### src/rtl/tw_pkg.sv
// package of constants and types for the timer waveform mode control block
package tw_pkg;
  localparam logic [7:0] TW_ADDR_CTRL_FIRST = 8'h00;
  localparam logic [7:0] TW_ADDR_CTRL_SECOND = 8'h04;
  localparam logic [7:0] TW_ADDR_COUNT = 8'h08;
  localparam logic [7:0] TW_ADDR_CMP_A = 8'h0C;
  localparam logic [7:0] TW_ADDR_CMP_B = 8'h10;
  localparam logic [7:0] TW_ADDR_STATUS = 8'h14;
  localparam int TW_ACT_A_HI = 7;
  localparam int TW_ACT_A_LO = 6;
  localparam int TW_ACT_B_HI = 5;
  localparam int TW_ACT_B_LO = 4;
  localparam int TW_MODE_LOW_HI = 1;
  localparam int TW_MODE_LOW_LO = 0;
  localparam int TW_MODE_HI_BIT = 3;
  localparam int TW_OVF_BIT = 0;
  localparam logic [7:0] TW_CTRL_FIRST_RST = 8'h00;
  localparam logic [7:0] TW_CTRL_FIRST_WMASK = 8'hF3;
  localparam logic [7:0] TW_COUNT_RST = 8'h00;
  localparam logic [7:0] TW_CMP_RST = 8'h00;
  localparam logic [7:0] TW_TOP_FIXED = 8'hFF;
  localparam logic [7:0] TW_MAX = 8'hFF;
  localparam logic [7:0] TW_BOTTOM = 8'h00;
  localparam logic [1:0] TW_ACT_OFF = 2'h0;
  localparam logic [1:0] TW_ACT_TOGGLE = 2'h1;
  localparam logic [1:0] TW_ACT_CLEAR = 2'h2;
  localparam logic [1:0] TW_ACT_SET = 2'h3;
  typedef enum logic [2:0] {
    TW_MC_NORMAL = 3'b000,
    TW_MC_PHASE = 3'b001,
    TW_MC_CTC = 3'b010,
    TW_MC_FAST = 3'b011,
    TW_MC_RSVD = 3'b100
  } tw_mode_class_type;
  typedef struct packed {
    logic match;
    logic at_top;
    logic down;
    logic cmp_is_top;
  } tw_evt_type;
endpackage : tw_pkg

### src/rtl/tw_out_unit.sv
// one compare output channel: action decode, output flop and pin enable
`timescale 1ns/1ps
module tw_out_unit import tw_pkg::*; #(
  parameter bit CHAN_A = 1'b1
) (
  input wire logic pclk,
  input wire logic presetn,
  input wire logic ce,
  input wire logic tick,
  input tw_mode_class_type mode_class,
  input wire logic mode_hi,
  input wire logic [1:0] action,
  input tw_evt_type evt,
  input wire logic pin_dir,
  output logic wave_out,
  output logic pin_oe
);
  logic wave_r;
  logic oe_r;
  logic pwm;
  logic toggle_ok;
  logic connected;
  logic special;
  logic step;

  assign pwm = (mode_class == TW_MC_FAST) || (mode_class == TW_MC_PHASE);
  // only channel a may toggle in pwm, and only with the high mode bit set
  assign toggle_ok = !pwm || (CHAN_A && mode_hi);
  assign connected = (action != TW_ACT_OFF) && ((action != TW_ACT_TOGGLE) || toggle_ok);
  assign special = pwm && action[1] && evt.cmp_is_top;
  assign step = ce && tick;
  assign wave_out = wave_r;
  assign pin_oe = oe_r;

  // output register moves only on timer ticks
  always_ff @(posedge pclk or negedge presetn) begin
    if (!presetn) begin
      wave_r <= 1'b0;
    end else if (step) begin
      case (mode_class)
        TW_MC_NORMAL, TW_MC_CTC: begin
          if (evt.match) begin
            case (action)
              TW_ACT_TOGGLE: wave_r <= !wave_r;
              TW_ACT_CLEAR: wave_r <= 1'b0;
              TW_ACT_SET: wave_r <= 1'b1;
              default: wave_r <= wave_r;
            endcase
          end
        end
        TW_MC_FAST: begin
          if (action == TW_ACT_TOGGLE) begin
            if (toggle_ok && evt.match) begin
              wave_r <= !wave_r;
            end
          end else if (action[1]) begin
            if (evt.at_top) begin
              wave_r <= !action[0];
            end else if (evt.match && !special) begin
              wave_r <= action[0];
            end
          end
        end
        TW_MC_PHASE: begin
          if (action == TW_ACT_TOGGLE) begin
            if (toggle_ok && evt.match) begin
              wave_r <= !wave_r;
            end
          end else if (action[1]) begin
            // match ignored at top; the top step takes the down-count level
            if (special) begin
              if (evt.at_top) begin
                wave_r <= !action[0];
              end
            end else if (evt.match) begin
              wave_r <= evt.down ? !action[0] : action[0];
            end
          end
        end
        default: wave_r <= wave_r;
      endcase
    end
  end

  // enable follows action writes at once, not only ticks
  always_ff @(posedge pclk or negedge presetn) begin
    if (!presetn) begin
      oe_r <= 1'b0;
    end else if (ce) begin
      oe_r <= pin_dir && connected;
    end
  end

  no_dir_off_a: assert property (@(posedge pclk) disable iff (!presetn)
    ce && !pin_dir |=> !pin_oe) else $error("pin driven with direction clear");
  off_action_a: assert property (@(posedge pclk) disable iff (!presetn)
    ce && action == TW_ACT_OFF |=> !pin_oe) else $error("pin driven with action off");
  np_toggle_a: assert property (@(posedge pclk) disable iff (!presetn)
    step && evt.match && mode_class == TW_MC_NORMAL && action == TW_ACT_TOGGLE
    |=> wave_r != $past(wave_r)) else $error("no toggle on match");
  fast_top_a: assert property (@(posedge pclk) disable iff (!presetn)
    step && mode_class == TW_MC_FAST && action == TW_ACT_CLEAR && evt.at_top
    |=> wave_r) else $error("fast pwm not set at top");
  phase_down_a: assert property (@(posedge pclk) disable iff (!presetn)
    step && mode_class == TW_MC_PHASE && action == TW_ACT_CLEAR && evt.match
    && evt.down && !evt.cmp_is_top |=> wave_r) else $error("phase down match not set");
  ignore_top_a: assert property (@(posedge pclk) disable iff (!presetn)
    step && pwm && action[1] && evt.cmp_is_top && evt.at_top
    |=> wave_r == !$past(action[0])) else $error("top action not taken");
  hold_notick_a: assert property (@(posedge pclk) disable iff (!presetn)
    !step |=> $stable(wave_r)) else $error("output moved without tick");
  cov_fast_c: cover property (@(posedge pclk) disable iff (!presetn)
    step && mode_class == TW_MC_FAST && evt.at_top && action[1]);
  cov_phase_c: cover property (@(posedge pclk) disable iff (!presetn)
    step && mode_class == TW_MC_PHASE && evt.match && evt.down);
endmodule : tw_out_unit

### src/rtl/tw_wave_ctrl.sv
// timer waveform mode control: apb registers, counter sequence and two outputs
//
// Operation
// - nonzero action field connects compare output to pin, except a pwm code 01 that may not toggle; zero disconnects it.
// - compare output drives pin only while pin direction bit selects output.
// - non-pwm output a: 00 off, 01 toggle, 10 clear, 11 set on match.
// - non-pwm output b: 00 off, 01 toggle, 10 clear, 11 set on match.
// - pwm code 01 toggles output a only with high mode bit set.
// - fast pwm a: 10 clears on match, sets at top; 11 opposite.
// - fast pwm b: 01 reserved; 10 clear on match, set at top; 11 opposite.
// - phase pwm a: 10 clears on up match, sets on down match; 11 opposite.
// - phase pwm b: 01 reserved; 10 and 11 as for output a.
// - pwm, compare a equals top, high bit set: ignore match, act at top.
// - pwm, compare b equals top, high bit set: ignore match, act at top.
// - first control bits 3:2 read zero; others read/write; reset zero.
// - mode is high bit from second control above first control bits 1:0.
// - modes 0 normal, 1/5 phase, 2 clear-on-match, 3/7 fast, 4/6 reserved.
// - top is 0xff in modes 0,1,3 and compare a in 2,5,7.
// - compare writes immediate in modes 0,2; buffered until top in pwm.
// - overflow at max in 0,2,3; at bottom in 1,5; at top in 7.
// - phase pwm counts up to top, then counts down from the next tick without holding.
// - fast pwm counts to top then clears to bottom next tick.
//
// The register addresses and register access over APB were chosen for this implementation.
`timescale 1ns/1ps
module tw_wave_ctrl import tw_pkg::*; (
  input wire logic pclk,
  input wire logic presetn,
  input wire logic ce,
  input wire logic timer_tick,
  input wire logic psel,
  input wire logic penable,
  input wire logic pwrite,
  input wire logic [7:0] paddr,
  input wire logic [31:0] pwdata,
  output logic [31:0] prdata,
  output logic pready,
  output logic pslverr,
  input wire logic pin_dir_a,
  input wire logic pin_dir_b,
  output logic wave_out_a,
  output logic wave_out_b,
  output logic pin_oe_a,
  output logic pin_oe_b,
  output logic overflow_flag
);
  logic [7:0] ctrl_first_r;
  logic waveform_mode_hi_r;
  logic [7:0] count_value_r;
  logic down_r;
  logic block_r;
  logic [7:0] cmp_a_buf_r;
  logic [7:0] compare_value_a_r;
  logic [7:0] cmp_b_buf_r;
  logic [7:0] compare_value_b_r;
  logic ovf_r;
  logic pready_r;
  logic pslverr_r;
  logic [31:0] prdata_r;
  logic [31:0] rdata_nxt;
  logic mapped;
  logic [2:0] waveform_mode_sel;
  tw_mode_class_type mode_class;
  logic [7:0] top_val;
  logic pwm;
  logic at_top;
  logic tick_en;
  logic wr_en;
  logic rd_fetch;
  logic ovf_set;
  logic [1:0] output_a_action;
  logic [1:0] output_b_action;
  tw_evt_type evt_a;
  tw_evt_type evt_b;

  assign waveform_mode_sel = {waveform_mode_hi_r,
                              ctrl_first_r[TW_MODE_LOW_HI:TW_MODE_LOW_LO]};
  assign output_a_action = ctrl_first_r[TW_ACT_A_HI:TW_ACT_A_LO];
  assign output_b_action = ctrl_first_r[TW_ACT_B_HI:TW_ACT_B_LO];

  always_comb begin
    case (waveform_mode_sel)
      3'h0: mode_class = TW_MC_NORMAL;
      3'h1, 3'h5: mode_class = TW_MC_PHASE;
      3'h2: mode_class = TW_MC_CTC;
      3'h3, 3'h7: mode_class = TW_MC_FAST;
      default: mode_class = TW_MC_RSVD;
    endcase
  end

  // top source; reserved modes fall back to the fixed top
  always_comb begin
    case (waveform_mode_sel)
      3'h2, 3'h5, 3'h7: top_val = compare_value_a_r;
      default: top_val = TW_TOP_FIXED;
    endcase
  end

  assign pwm = (mode_class == TW_MC_PHASE) || (mode_class == TW_MC_FAST);
  assign at_top = (count_value_r == top_val);
  assign tick_en = ce && timer_tick;
  assign wr_en = ce && psel && penable && pready_r && pwrite;
  assign rd_fetch = ce && psel && penable && !pready_r;

  always_comb begin
    mapped = 1'b1;
    rdata_nxt = 32'h0000_0000;
    case (paddr)
      TW_ADDR_CTRL_FIRST: rdata_nxt[7:0] = ctrl_first_r & TW_CTRL_FIRST_WMASK;
      TW_ADDR_CTRL_SECOND: rdata_nxt[TW_MODE_HI_BIT] = waveform_mode_hi_r;
      TW_ADDR_COUNT: rdata_nxt[7:0] = count_value_r;
      TW_ADDR_CMP_A: rdata_nxt[7:0] = cmp_a_buf_r;
      TW_ADDR_CMP_B: rdata_nxt[7:0] = cmp_b_buf_r;
      TW_ADDR_STATUS: rdata_nxt[TW_OVF_BIT] = ovf_r;
      default: mapped = 1'b0;
    endcase
  end

  // one wait state: answer comes one cycle into the access phase
  always_ff @(posedge pclk or negedge presetn) begin
    if (!presetn) begin
      pready_r <= 1'b0;
      pslverr_r <= 1'b0;
      prdata_r <= 32'h0000_0000;
    end else if (ce) begin
      pready_r <= rd_fetch;
      if (rd_fetch) begin
        pslverr_r <= !mapped;
        prdata_r <= (pwrite || !mapped) ? 32'h0000_0000 : rdata_nxt;
      end else begin
        pslverr_r <= 1'b0;
      end
    end
  end

  assign prdata = prdata_r;
  assign pready = pready_r;
  assign pslverr = pslverr_r;

  always_ff @(posedge pclk or negedge presetn) begin
    if (!presetn) begin
      ctrl_first_r <= TW_CTRL_FIRST_RST;
      waveform_mode_hi_r <= 1'b0;
    end else if (wr_en) begin
      if (paddr == TW_ADDR_CTRL_FIRST) begin
        ctrl_first_r <= pwdata[7:0] & TW_CTRL_FIRST_WMASK;
      end
      if (paddr == TW_ADDR_CTRL_SECOND) begin
        waveform_mode_hi_r <= pwdata[TW_MODE_HI_BIT];
      end
    end
  end

  // compare registers: pwm modes double buffer so the period never glitches
  always_ff @(posedge pclk or negedge presetn) begin
    if (!presetn) begin
      cmp_a_buf_r <= TW_CMP_RST;
      cmp_b_buf_r <= TW_CMP_RST;
      compare_value_a_r <= TW_CMP_RST;
      compare_value_b_r <= TW_CMP_RST;
    end else begin
      if (wr_en && paddr == TW_ADDR_CMP_A) begin
        cmp_a_buf_r <= pwdata[7:0];
      end
      if (wr_en && paddr == TW_ADDR_CMP_B) begin
        cmp_b_buf_r <= pwdata[7:0];
      end
      if (!pwm) begin
        if (wr_en && paddr == TW_ADDR_CMP_A) begin
          compare_value_a_r <= pwdata[7:0];
        end
        if (wr_en && paddr == TW_ADDR_CMP_B) begin
          compare_value_b_r <= pwdata[7:0];
        end
      end else if (tick_en && at_top) begin
        compare_value_a_r <= cmp_a_buf_r;
        compare_value_b_r <= cmp_b_buf_r;
      end
    end
  end

  // counting sequence per mode; reserved modes hold the count
  always_ff @(posedge pclk or negedge presetn) begin
    if (!presetn) begin
      count_value_r <= TW_COUNT_RST;
      down_r <= 1'b0;
    end else if (wr_en && paddr == TW_ADDR_COUNT) begin
      count_value_r <= pwdata[7:0];
    end else if (tick_en) begin
      case (mode_class)
        TW_MC_NORMAL: count_value_r <= count_value_r + 8'h01;
        TW_MC_CTC, TW_MC_FAST: begin
          count_value_r <= at_top ? TW_BOTTOM : count_value_r + 8'h01;
          down_r <= 1'b0;
        end
        TW_MC_PHASE: begin
          if (!down_r && at_top) begin
            down_r <= 1'b1;
            count_value_r <= count_value_r - 8'h01;
          end else if (down_r && count_value_r == TW_BOTTOM) begin
            down_r <= 1'b0;
            count_value_r <= count_value_r + 8'h01;
          end else if (down_r) begin
            count_value_r <= count_value_r - 8'h01;
          end else begin
            count_value_r <= count_value_r + 8'h01;
          end
        end
        default: count_value_r <= count_value_r;
      endcase
    end
  end

  // a count write suppresses the match on the following tick
  always_ff @(posedge pclk or negedge presetn) begin
    if (!presetn) begin
      block_r <= 1'b0;
    end else if (wr_en && paddr == TW_ADDR_COUNT) begin
      block_r <= 1'b1;
    end else if (tick_en) begin
      block_r <= 1'b0;
    end
  end

  always_comb begin
    case (waveform_mode_sel)
      3'h0, 3'h2, 3'h3: ovf_set = tick_en && count_value_r == TW_MAX;
      3'h1, 3'h5: ovf_set = tick_en && down_r && count_value_r == TW_BOTTOM;
      3'h7: ovf_set = tick_en && at_top;
      default: ovf_set = 1'b0;
    endcase
  end

  // write one clears; a set in the same cycle wins
  always_ff @(posedge pclk or negedge presetn) begin
    if (!presetn) begin
      ovf_r <= 1'b0;
    end else if (ovf_set) begin
      ovf_r <= 1'b1;
    end else if (wr_en && paddr == TW_ADDR_STATUS && pwdata[TW_OVF_BIT]) begin
      ovf_r <= 1'b0;
    end
  end

  assign overflow_flag = ovf_r;

  assign evt_a.match = (count_value_r == compare_value_a_r) && !block_r;
  assign evt_a.at_top = at_top;
  assign evt_a.down = down_r;
  assign evt_a.cmp_is_top = (compare_value_a_r == top_val);
  assign evt_b.match = (count_value_r == compare_value_b_r) && !block_r;
  assign evt_b.at_top = at_top;
  assign evt_b.down = down_r;
  assign evt_b.cmp_is_top = (compare_value_b_r == top_val);

  tw_out_unit #(.CHAN_A(1'b1)) u_out_a (
    .pclk(pclk),
    .presetn(presetn),
    .ce(ce),
    .tick(timer_tick),
    .mode_class(mode_class),
    .mode_hi(waveform_mode_hi_r),
    .action(output_a_action),
    .evt(evt_a),
    .pin_dir(pin_dir_a),
    .wave_out(wave_out_a),
    .pin_oe(pin_oe_a)
  );

  tw_out_unit #(.CHAN_A(1'b0)) u_out_b (
    .pclk(pclk),
    .presetn(presetn),
    .ce(ce),
    .tick(timer_tick),
    .mode_class(mode_class),
    .mode_hi(waveform_mode_hi_r),
    .action(output_b_action),
    .evt(evt_b),
    .pin_dir(pin_dir_b),
    .wave_out(wave_out_b),
    .pin_oe(pin_oe_b)
  );

  rsvd_zero_a: assert property (@(posedge pclk) disable iff (!presetn)
    ctrl_first_r[3:2] == 2'h0) else $error("reserved control bits nonzero");
  fast_wrap_a: assert property (@(posedge pclk) disable iff (!presetn)
    tick_en && mode_class == TW_MC_FAST && at_top && !wr_en
    |=> count_value_r == TW_BOTTOM) else $error("fast pwm did not clear at top");
  phase_turn_a: assert property (@(posedge pclk) disable iff (!presetn)
    tick_en && mode_class == TW_MC_PHASE && !down_r && at_top && !wr_en
    |=> down_r && count_value_r == $past(count_value_r) - 8'h01)
    else $error("phase pwm did not turn at top");
  ovf_bottom_a: assert property (@(posedge pclk) disable iff (!presetn)
    tick_en && mode_class == TW_MC_PHASE && down_r && count_value_r == TW_BOTTOM
    |=> ovf_r) else $error("overflow not set at bottom");
  cmp_hold_a: assert property (@(posedge pclk) disable iff (!presetn)
    pwm && !(tick_en && at_top) && $past(pwm) |=> $stable(compare_value_a_r) or !pwm)
    else $error("pwm compare changed away from top");
  apb_wait_a: assert property (@(posedge pclk) disable iff (!presetn)
    ce && psel && !penable ##1 ce && psel && penable |=> pready)
    else $error("apb answer late");
  cov_ovf_c: cover property (@(posedge pclk) disable iff (!presetn)
    ovf_set && wr_en && paddr == TW_ADDR_STATUS);
  cov_mode5_c: cover property (@(posedge pclk) disable iff (!presetn)
    tick_en && waveform_mode_sel == 3'h5 && at_top);

  // counting, overflow and compare loading per mode, register writes and apb answer; writes excluded as they win
  ovf_max_a: assert property (@(posedge pclk) disable iff (!presetn)
    tick_en && waveform_mode_sel inside {3'h0, 3'h2, 3'h3} && count_value_r == TW_MAX
    |=> ovf_r) else $error("overflow not set at max");
  ovf_top_a: assert property (@(posedge pclk) disable iff (!presetn)
    tick_en && waveform_mode_sel == 3'h7 && at_top |=> ovf_r)
    else $error("overflow not set at top");
  ovf_clear_a: assert property (@(posedge pclk) disable iff (!presetn)
    !ovf_set && wr_en && paddr == TW_ADDR_STATUS && pwdata[TW_OVF_BIT] |=> !ovf_r)
    else $error("overflow not cleared by write");
  normal_step_a: assert property (@(posedge pclk) disable iff (!presetn)
    tick_en && mode_class == TW_MC_NORMAL && !wr_en
    |=> count_value_r == $past(count_value_r) + 8'h01) else $error("normal count stuck");
  rsvd_hold_a: assert property (@(posedge pclk) disable iff (!presetn)
    tick_en && mode_class == TW_MC_RSVD && !wr_en
    |=> $stable(count_value_r) && !$rose(ovf_r))
    else $error("reserved mode moved the counter");
  top_cmp_a: assert property (@(posedge pclk) disable iff (!presetn)
    tick_en && waveform_mode_sel inside {3'h2, 3'h7} && count_value_r == compare_value_a_r
    && !wr_en |=> count_value_r == TW_BOTTOM) else $error("compare a not used as top");
  top_fixed_a: assert property (@(posedge pclk) disable iff (!presetn)
    tick_en && waveform_mode_sel inside {3'h1, 3'h3} && !down_r && !wr_en
    && count_value_r != TW_TOP_FIXED
    |=> count_value_r == $past(count_value_r) + 8'h01) else $error("count stopped below top");
  phase_bottom_a: assert property (@(posedge pclk) disable iff (!presetn)
    tick_en && mode_class == TW_MC_PHASE && down_r && count_value_r == TW_BOTTOM && !wr_en
    |=> !down_r && count_value_r == TW_BOTTOM + 8'h01) else $error("phase pwm did not turn up");
  cmp_imm_a: assert property (@(posedge pclk) disable iff (!presetn)
    wr_en && paddr == TW_ADDR_CMP_A && !pwm |=> compare_value_a_r == $past(pwdata[7:0]))
    else $error("compare a write not immediate");
  cmp_load_a: assert property (@(posedge pclk) disable iff (!presetn)
    tick_en && pwm && at_top |=> compare_value_a_r == $past(cmp_a_buf_r)
    && compare_value_b_r == $past(cmp_b_buf_r)) else $error("compare not loaded at top");
  ctrl_write_a: assert property (@(posedge pclk) disable iff (!presetn)
    wr_en && paddr == TW_ADDR_CTRL_FIRST |=> ctrl_first_r[7:4] == $past(pwdata[7:4])
    && ctrl_first_r[1:0] == $past(pwdata[1:0])) else $error("control write lost");
  mode_hi_a: assert property (@(posedge pclk) disable iff (!presetn)
    wr_en && paddr == TW_ADDR_CTRL_SECOND
    |=> waveform_mode_sel[2] == $past(pwdata[TW_MODE_HI_BIT])) else $error("mode high bit lost");
  pready_pulse_a: assert property (@(posedge pclk) disable iff (!presetn)
    ce && pready |=> !pready) else $error("apb answer held too long");
  cov_ignore_c: cover property (@(posedge pclk) disable iff (!presetn)
    tick_en && pwm && evt_a.cmp_is_top && at_top && output_a_action[1]);
endmodule : tw_wave_ctrl
### config.mk
export PLATFORM = sky130hd
export DESIGN_NAME = tw_wave_ctrl
export DESIGN_NICKNAME = d
export VERILOG_FILES = /design/src/rtl/tw_pkg.sv /design/src/rtl/tw_out_unit.sv /design/src/rtl/tw_wave_ctrl.sv
export SDC_FILE = /design/constraint.sdc
export NUM_CORES = 1
export LEC_CHECK = 0
export BUFFER_PORTS_ARGS = -buffer_cell sky130_fd_sc_hd__buf_2
export CAP_MARGIN = 20
export CORE_MARGIN = 2
export CORE_UTILIZATION = 25
export DETAILED_ROUTE_END_ITERATION = 12
export GPL_ROUTABILITY_DRIVEN = 0
export GPL_TIMING_DRIVEN = 0
export PLACE_DENSITY = 0.47
export RECOVER_POWER = 50
export SLEW_MARGIN = 25
export SYNTH_ARGS = -nofsm -noshare
export SYNTH_HDL_FRONTEND = slang
export SYNTH_HIERARCHICAL = 1
export SYNTH_SLANG_ARGS = --single-unit
### constraint.sdc
create_clock -name pclk -period 5.5 [get_ports pclk]
set_input_delay 0 -clock pclk [delete_from_list [all_inputs] [get_ports pclk]]
set_output_delay 0 -clock pclk [all_outputs]
set_load 0.01 [all_outputs]
-- After elaboration in Yosys (flattened, before gate mapping)
Index checks and enable logic that the tools add are counted.
- register bits: 88
- output and inout port bits: 39
- input bits: 49
- logic and storage cells: 197
- reductions and logical operators: 76
- $add $sub $neg: 2
- equality and inequality tests: 43
- bitwise logic cells: 1
- muxes and demuxes: 58
- operator list (kind ; count):
    $mux W8 ; 14
    $eq A8 B8 Y1 ; 5
    $mux W1 ; 32
    $logic_and A1 B1 Y1 ; 31
    $pmux W8 S3 ; 1
    $reduce_and A9 Y1 ; 2
    $eq A8 B4 Y1 const B ; 2
    $eq A8 B5 Y1 const B ; 2
    $logic_not A8 Y1 ; 2
    $pmux W4 S4 ; 1
    $pmux W1 S3 ; 5
    $reduce_bool A2 Y1 ; 7
    $eq A3 B2 Y1 const B ; 4
    $ne A3 B2 Y1 const B ; 4
    $ne A4 B1 Y1 const B ; 3
    $pmux W3 S4 ; 1
    $reduce_and A2 Y1 ; 6
    $logic_not A1 Y1 ; 11
    $ne A2 B1 Y1 const B ; 5
    $add A8 B1 Y8 const B ; 1
    $eq A2 B2 Y1 const B ; 4
    $eq A8 B3 Y1 const B ; 1
    $eq A8 B8 Y1 const B ; 1
    $ne A4 B2 Y1 const B ; 2
    other kinds (20) ; 33

-- Longest topological paths before layout
- word-level depth: 14
- mapped depth: 13
- depth with buffers taken out: 10

-- Cells and area by module
The synthesis kept the hierarchy.
- by module, submodules not included (module ; sequential area each (µm²) ; area each (µm²) ; times used ; cells each):
    tw_wave_ctrl ; 1501.4 ; 4202.8 ; 1 ; 464
    tw_out_unit at u_out_a ; 50.0 ; 295.3 ; 1 ; 34
    tw_out_unit at u_out_b ; 50.0 ; 260.2 ; 1 ; 34

-- Least setup slack after synthesis
OpenSTA, ideal clock, no wires.
- kind: flip-flop to flip-flop
- start point: register ctrl_first_r[0]
- end point: register u_out_b.wave_r (netlist: u_out_b/wave_out)
- data arrival time: 2.641 ns
- buffers on the path: 3
- library setup time: 0.128 ns
- setup slack: 2.731 ns
- period minus slack after synthesis: 2.769 ns
- data required time: 5.372 ns
- stages on the path, launching flop included: 14
- path through: dfrtp_1 buf_6 or3b_1 and2_4 buf_6 clkbuf_1 a211oi_1 nor2_1 a2111o_1 nor3_1 o21ai_0 a22oi_1 and3_1 a31oi_1
- RTL lines (element ; line ; text):
    from (decl) ; tw_wave_ctrl.sv:47 ; logic [7:0] ctrl_first_r;
    from (signal assigned) ; tw_wave_ctrl.sv:146 ; ctrl_first_r <= pwdata[7:0] & TW_CTRL_FIRST_WMASK;
    to (signal assigned) ; tw_out_unit.sv:44 ; TW_ACT_TOGGLE: wave_r <= !wave_r;
    to (signal assigned) ; tw_out_unit.sv:47 ; default: wave_r <= wave_r;
    to (signal assigned) ; tw_out_unit.sv:54 ; wave_r <= !wave_r;
    to (decl) ; tw_out_unit.sv:18 ; logic wave_r;

==> metrics.cfg <==
[outcome]
status = finished, violations left
violations = negative hold slack, max-capacitance violations, max-slew violations

[placement]
io_buffer_count = 37
hpwl_microns = 11100
dp_slack_ns = 2.01
place_area_sq_mm = 0.00536

[clock_tree]
clock_latency_ns = 0.35
clkTransAtPathRegs_ns = 0.06
cts_tree = built
clock-sinks = 64
cts_buffers = 9
cts_resized = 0
cts.path.max_buffers = 2
postCtsHoldBufs = 5
clockRootBuffer = clkbuf_16
postCtsSetupBuffers = 0
htree_levels = 3

[worst_hold_path]
min_path_cells = 4
min_path_type = input port to register
min_from = pwrite
holdPathEnd = prdata[3]$_DFFE_PN0P_

[setup_path]
crit_family = compound AO/OA/AOI/OAI gates
rrSetupSlack_ns = 1.98
path_cells = or3b_1 -> and2_4 -> buf_6 -> clkbuf_1 -> a211oi_1 -> nor2_1 -> a2111o_1 -> nor3_1 -> o21ai_0 -> a22oi_1 -> a41oi_1 -> a31oi_1
cp_num_cells = 12
crit_buf_inv = 2
rr_startpoint = waveform_mode_hi_r$_DFFE_PN0P_
max_stage_delay_ns = 0.53
path_class = register to register
arrival_ns = 3.78
cp_max_fo = 11
worst_setup_path_end_kind = register
cp-start-kind = register
reg2reg_depth = 12
worstPathRequired_ns = 5.76
regToRegEndpoint = u_out_b/wave_out$_DFFE_PN0P_
critical-path-slowest-cell = dfrtp_1

[floorplanning]
core_region_area_sq_mm = 0.0187
rows = 50
dieHeight_microns = 142
dieArea_sq_mm = 0.0202
die_w_microns = 142
ios = 88
start_util_pct = 25.4

[layout]
nets = 667
layout_commonest_cell = nand2_1
layout-drive-gt1-share_pct = 21.0
final_cell_mix = nand2_1, dfrtp_1, buf_2, clkbuf_1, o21ai_0
n_antenna_cell = 0
area_delta_synth_final_pct = 18.5
fin_area_sq_mm = 0.00564

[timing]
rsz0062_at_grt = false
fin_crit_ns = 3.52
fmax_mhz = 284
worst_slack_ns = 1.98
fin_tns_setup_ns = 0
finalCritPeriodShare_pct = 64.0
skew_ns = 0.00674
hold-worst-slack_ns = -0.00239
setup_viol = 0
slew_violations = 45
hold_violations = 1
slew_headroom_pct = -68.5
tightest_slew_ns = 2.53

[power]
power.density_mw_per_mm2 = 252
p_sw_share_pct = 34.5
power.switching_uw = 489
combinationalPowerShare_pct = 26.5
ir_worst_vdd_mv = 0.144
sequentialPowerShare_pct = 36.2
p_clk_share_pct = 37.3
p_leak_uw = 0.00256
internal-power_uw = 929

[global_routing]
antenna_found_initial = 0
grt_max_degree = 45
grt-ovfl-total = 0
grt_pass1_vias = 4232
grt_usage_pct = 15.4
grt_pass1_wl_microns = 24100

[synthesis]
muxShareOfSynthArea_pct = 12.4
synthesis.area_sq_mm = 0.00476
ys_types = 67
ys.flop_type = dfrtp_1
synthAdderAreaFrac_pct = 2.37
synthXorXnorAreaFrac_pct = 4.79
async_flop_share_pct = 100
syn_inst = 532
synth_compound_area_share_pct = 17.6
yosysSeqAreaShare_pct = 33.7
synth_warnings = 6
syn_avg_cell_area_sq_um = 8.94
synth_simple_gate_area_share_pct = 20.8
ys_seq_elements = 64
synth_top_family_by_area = simple AND/OR/NAND/NOR gates
synth-edff-count = 0

[routing]
dr.pass1.iters = 5
routedWlPerCell_microns = 17.7
viasPerCell = 4.96
antenna_left = 0
vias = 4199
wl_microns = 15000
dr.first_iter.drc_count = 279
drc_errors = 0

[run]
max_cap_violations = 1

final cells by class:
class                           count  area [sq um]
Clock inverter                      5          35.0
Sequential cell                    64          1600
Buffer                             52           318
Multi-Input combinational cell    418          2850
Clock buffer                       10           229
Timing Repair Buffer               43           229
Inverter                           21          78.8
Tap cell                          234           293
Fill cell                        1967         13100
metal layers:
| layer | vias up | track usage (%) | wire [microns] |
|---|---|---|---|
| li1 | 2015 | - | - |
| met1 | 2028 | 21.4 | 7180 |
| met2 | 143 | 24.6 | 6920 |
| met3 | 13 | 2.66 | 709 |
| met4 | 0 | 4.89 | 209 |
| met5 | - | 0 | 0 |
worst register-to-register path: stages, from the launching register on:
cell,delay (ns)
dfrtp_1,0.53
or3b_1,0.46
and2_4,0.18
buf_6,0.13
clkbuf_1,0.22
a211oi_1,0.24
nor2_1,0.06
a2111o_1,0.40
nor3_1,0.50
o21ai_0,0.18
a22oi_1,0.23
a41oi_1,0.13
a31oi_1,0.17
cell usage after synthesis, types with 9 or more instances:
master	count	area (sq um)
o21ai_0	27	135
mux2_4	16	240
buf_4	24	180
a31oi_1	12	75.1
ha_1	9	113
nand2b_1	15	93.8
clkbuf_1	20	75.1
nand2_1	73	274
nand3_1	17	85.1
dfrtp_1	64	1600
xnor2_1	20	175
a21oi_1	18	90.1
mux2_2	24	270
nand4_1	12	75.1
nor2_1	25	93.8
a22o_1	9	78.8
inv_1	21	78.8
how the worst max path moves through the flow:
| stage | endpoint | startpoint | slack, ns |
|---|---|---|---|
| floorplan | u_out_b/wave_out$_DFFE_PN0P_ | ctrl_first_r[0]$_DFFE_PN0P_ | 2.73 |
| global placement | u_out_b/wave_out$_DFFE_PN0P_ | waveform_mode_hi_r$_DFFE_PN0P_ | 2.04 |
| detailed placement | u_out_b/wave_out$_DFFE_PN0P_ | waveform_mode_hi_r$_DFFE_PN0P_ | 2.01 |
| CTS | u_out_b/wave_out$_DFFE_PN0P_ | waveform_mode_hi_r$_DFFE_PN0P_ | 1.98 |
| global route | cmp_b_buf_r[4]$_DFFE_PN0P_ | presetn | 1.40 |
| finish | u_out_b/wave_out$_DFFE_PN0P_ | waveform_mode_hi_r$_DFFE_PN0P_ | 1.98 |
state kept, by name (all words and copies together) (netlist names), 6 cells and up:
name / count
cmp_a_buf_r: 8
cmp_b_buf_r: 8
compare_value_a_r: 8
compare_value_b_r: 8
count_value_r: 8
prdata: 8
ctrl_first_r: 6
power groups by stage:
stage | Clock [uW] | Sequential (uW) | Combinational, uW
after detailed placement | 0 | 522 | 368
after global routing | 562 | 516 | 409
after global placement | 0 | 521 | 359
after CTS | 542 | 514 | 373
final | 529 | 514 | 375
after floorplan | 0 | 514 | 252
through the flow:
step,power (uW),instances,hold slack [ns],util (%)
4_1_cts,1430,847,0.00228,30.3
6_report,1420,847,-0.00239,30.1
5_1_grt,1490,847,0.0255,30.1
3_5_place_dp,890,827,-0.0694,28.6
2_1_floorplan,766,555,-0.296,-
3_3_place_gp,879,826,0.280,28.5
logic make-up (layout without fill, tap and decap cells):
group | after synthesis | after routing
multiplexers | 48 | 48
other | 1 | 24
XOR/XNOR | 26 | 26
AO/OA/AOI/OAI | 117 | 117
AND/OR/NAND/NOR | 194 | 194
flip-flops | 64 | 64
buffers and inverters | 73 | 131
adder cells (fa/ha/maj) | 9 | 9
(Power assumes the default switching activity.)
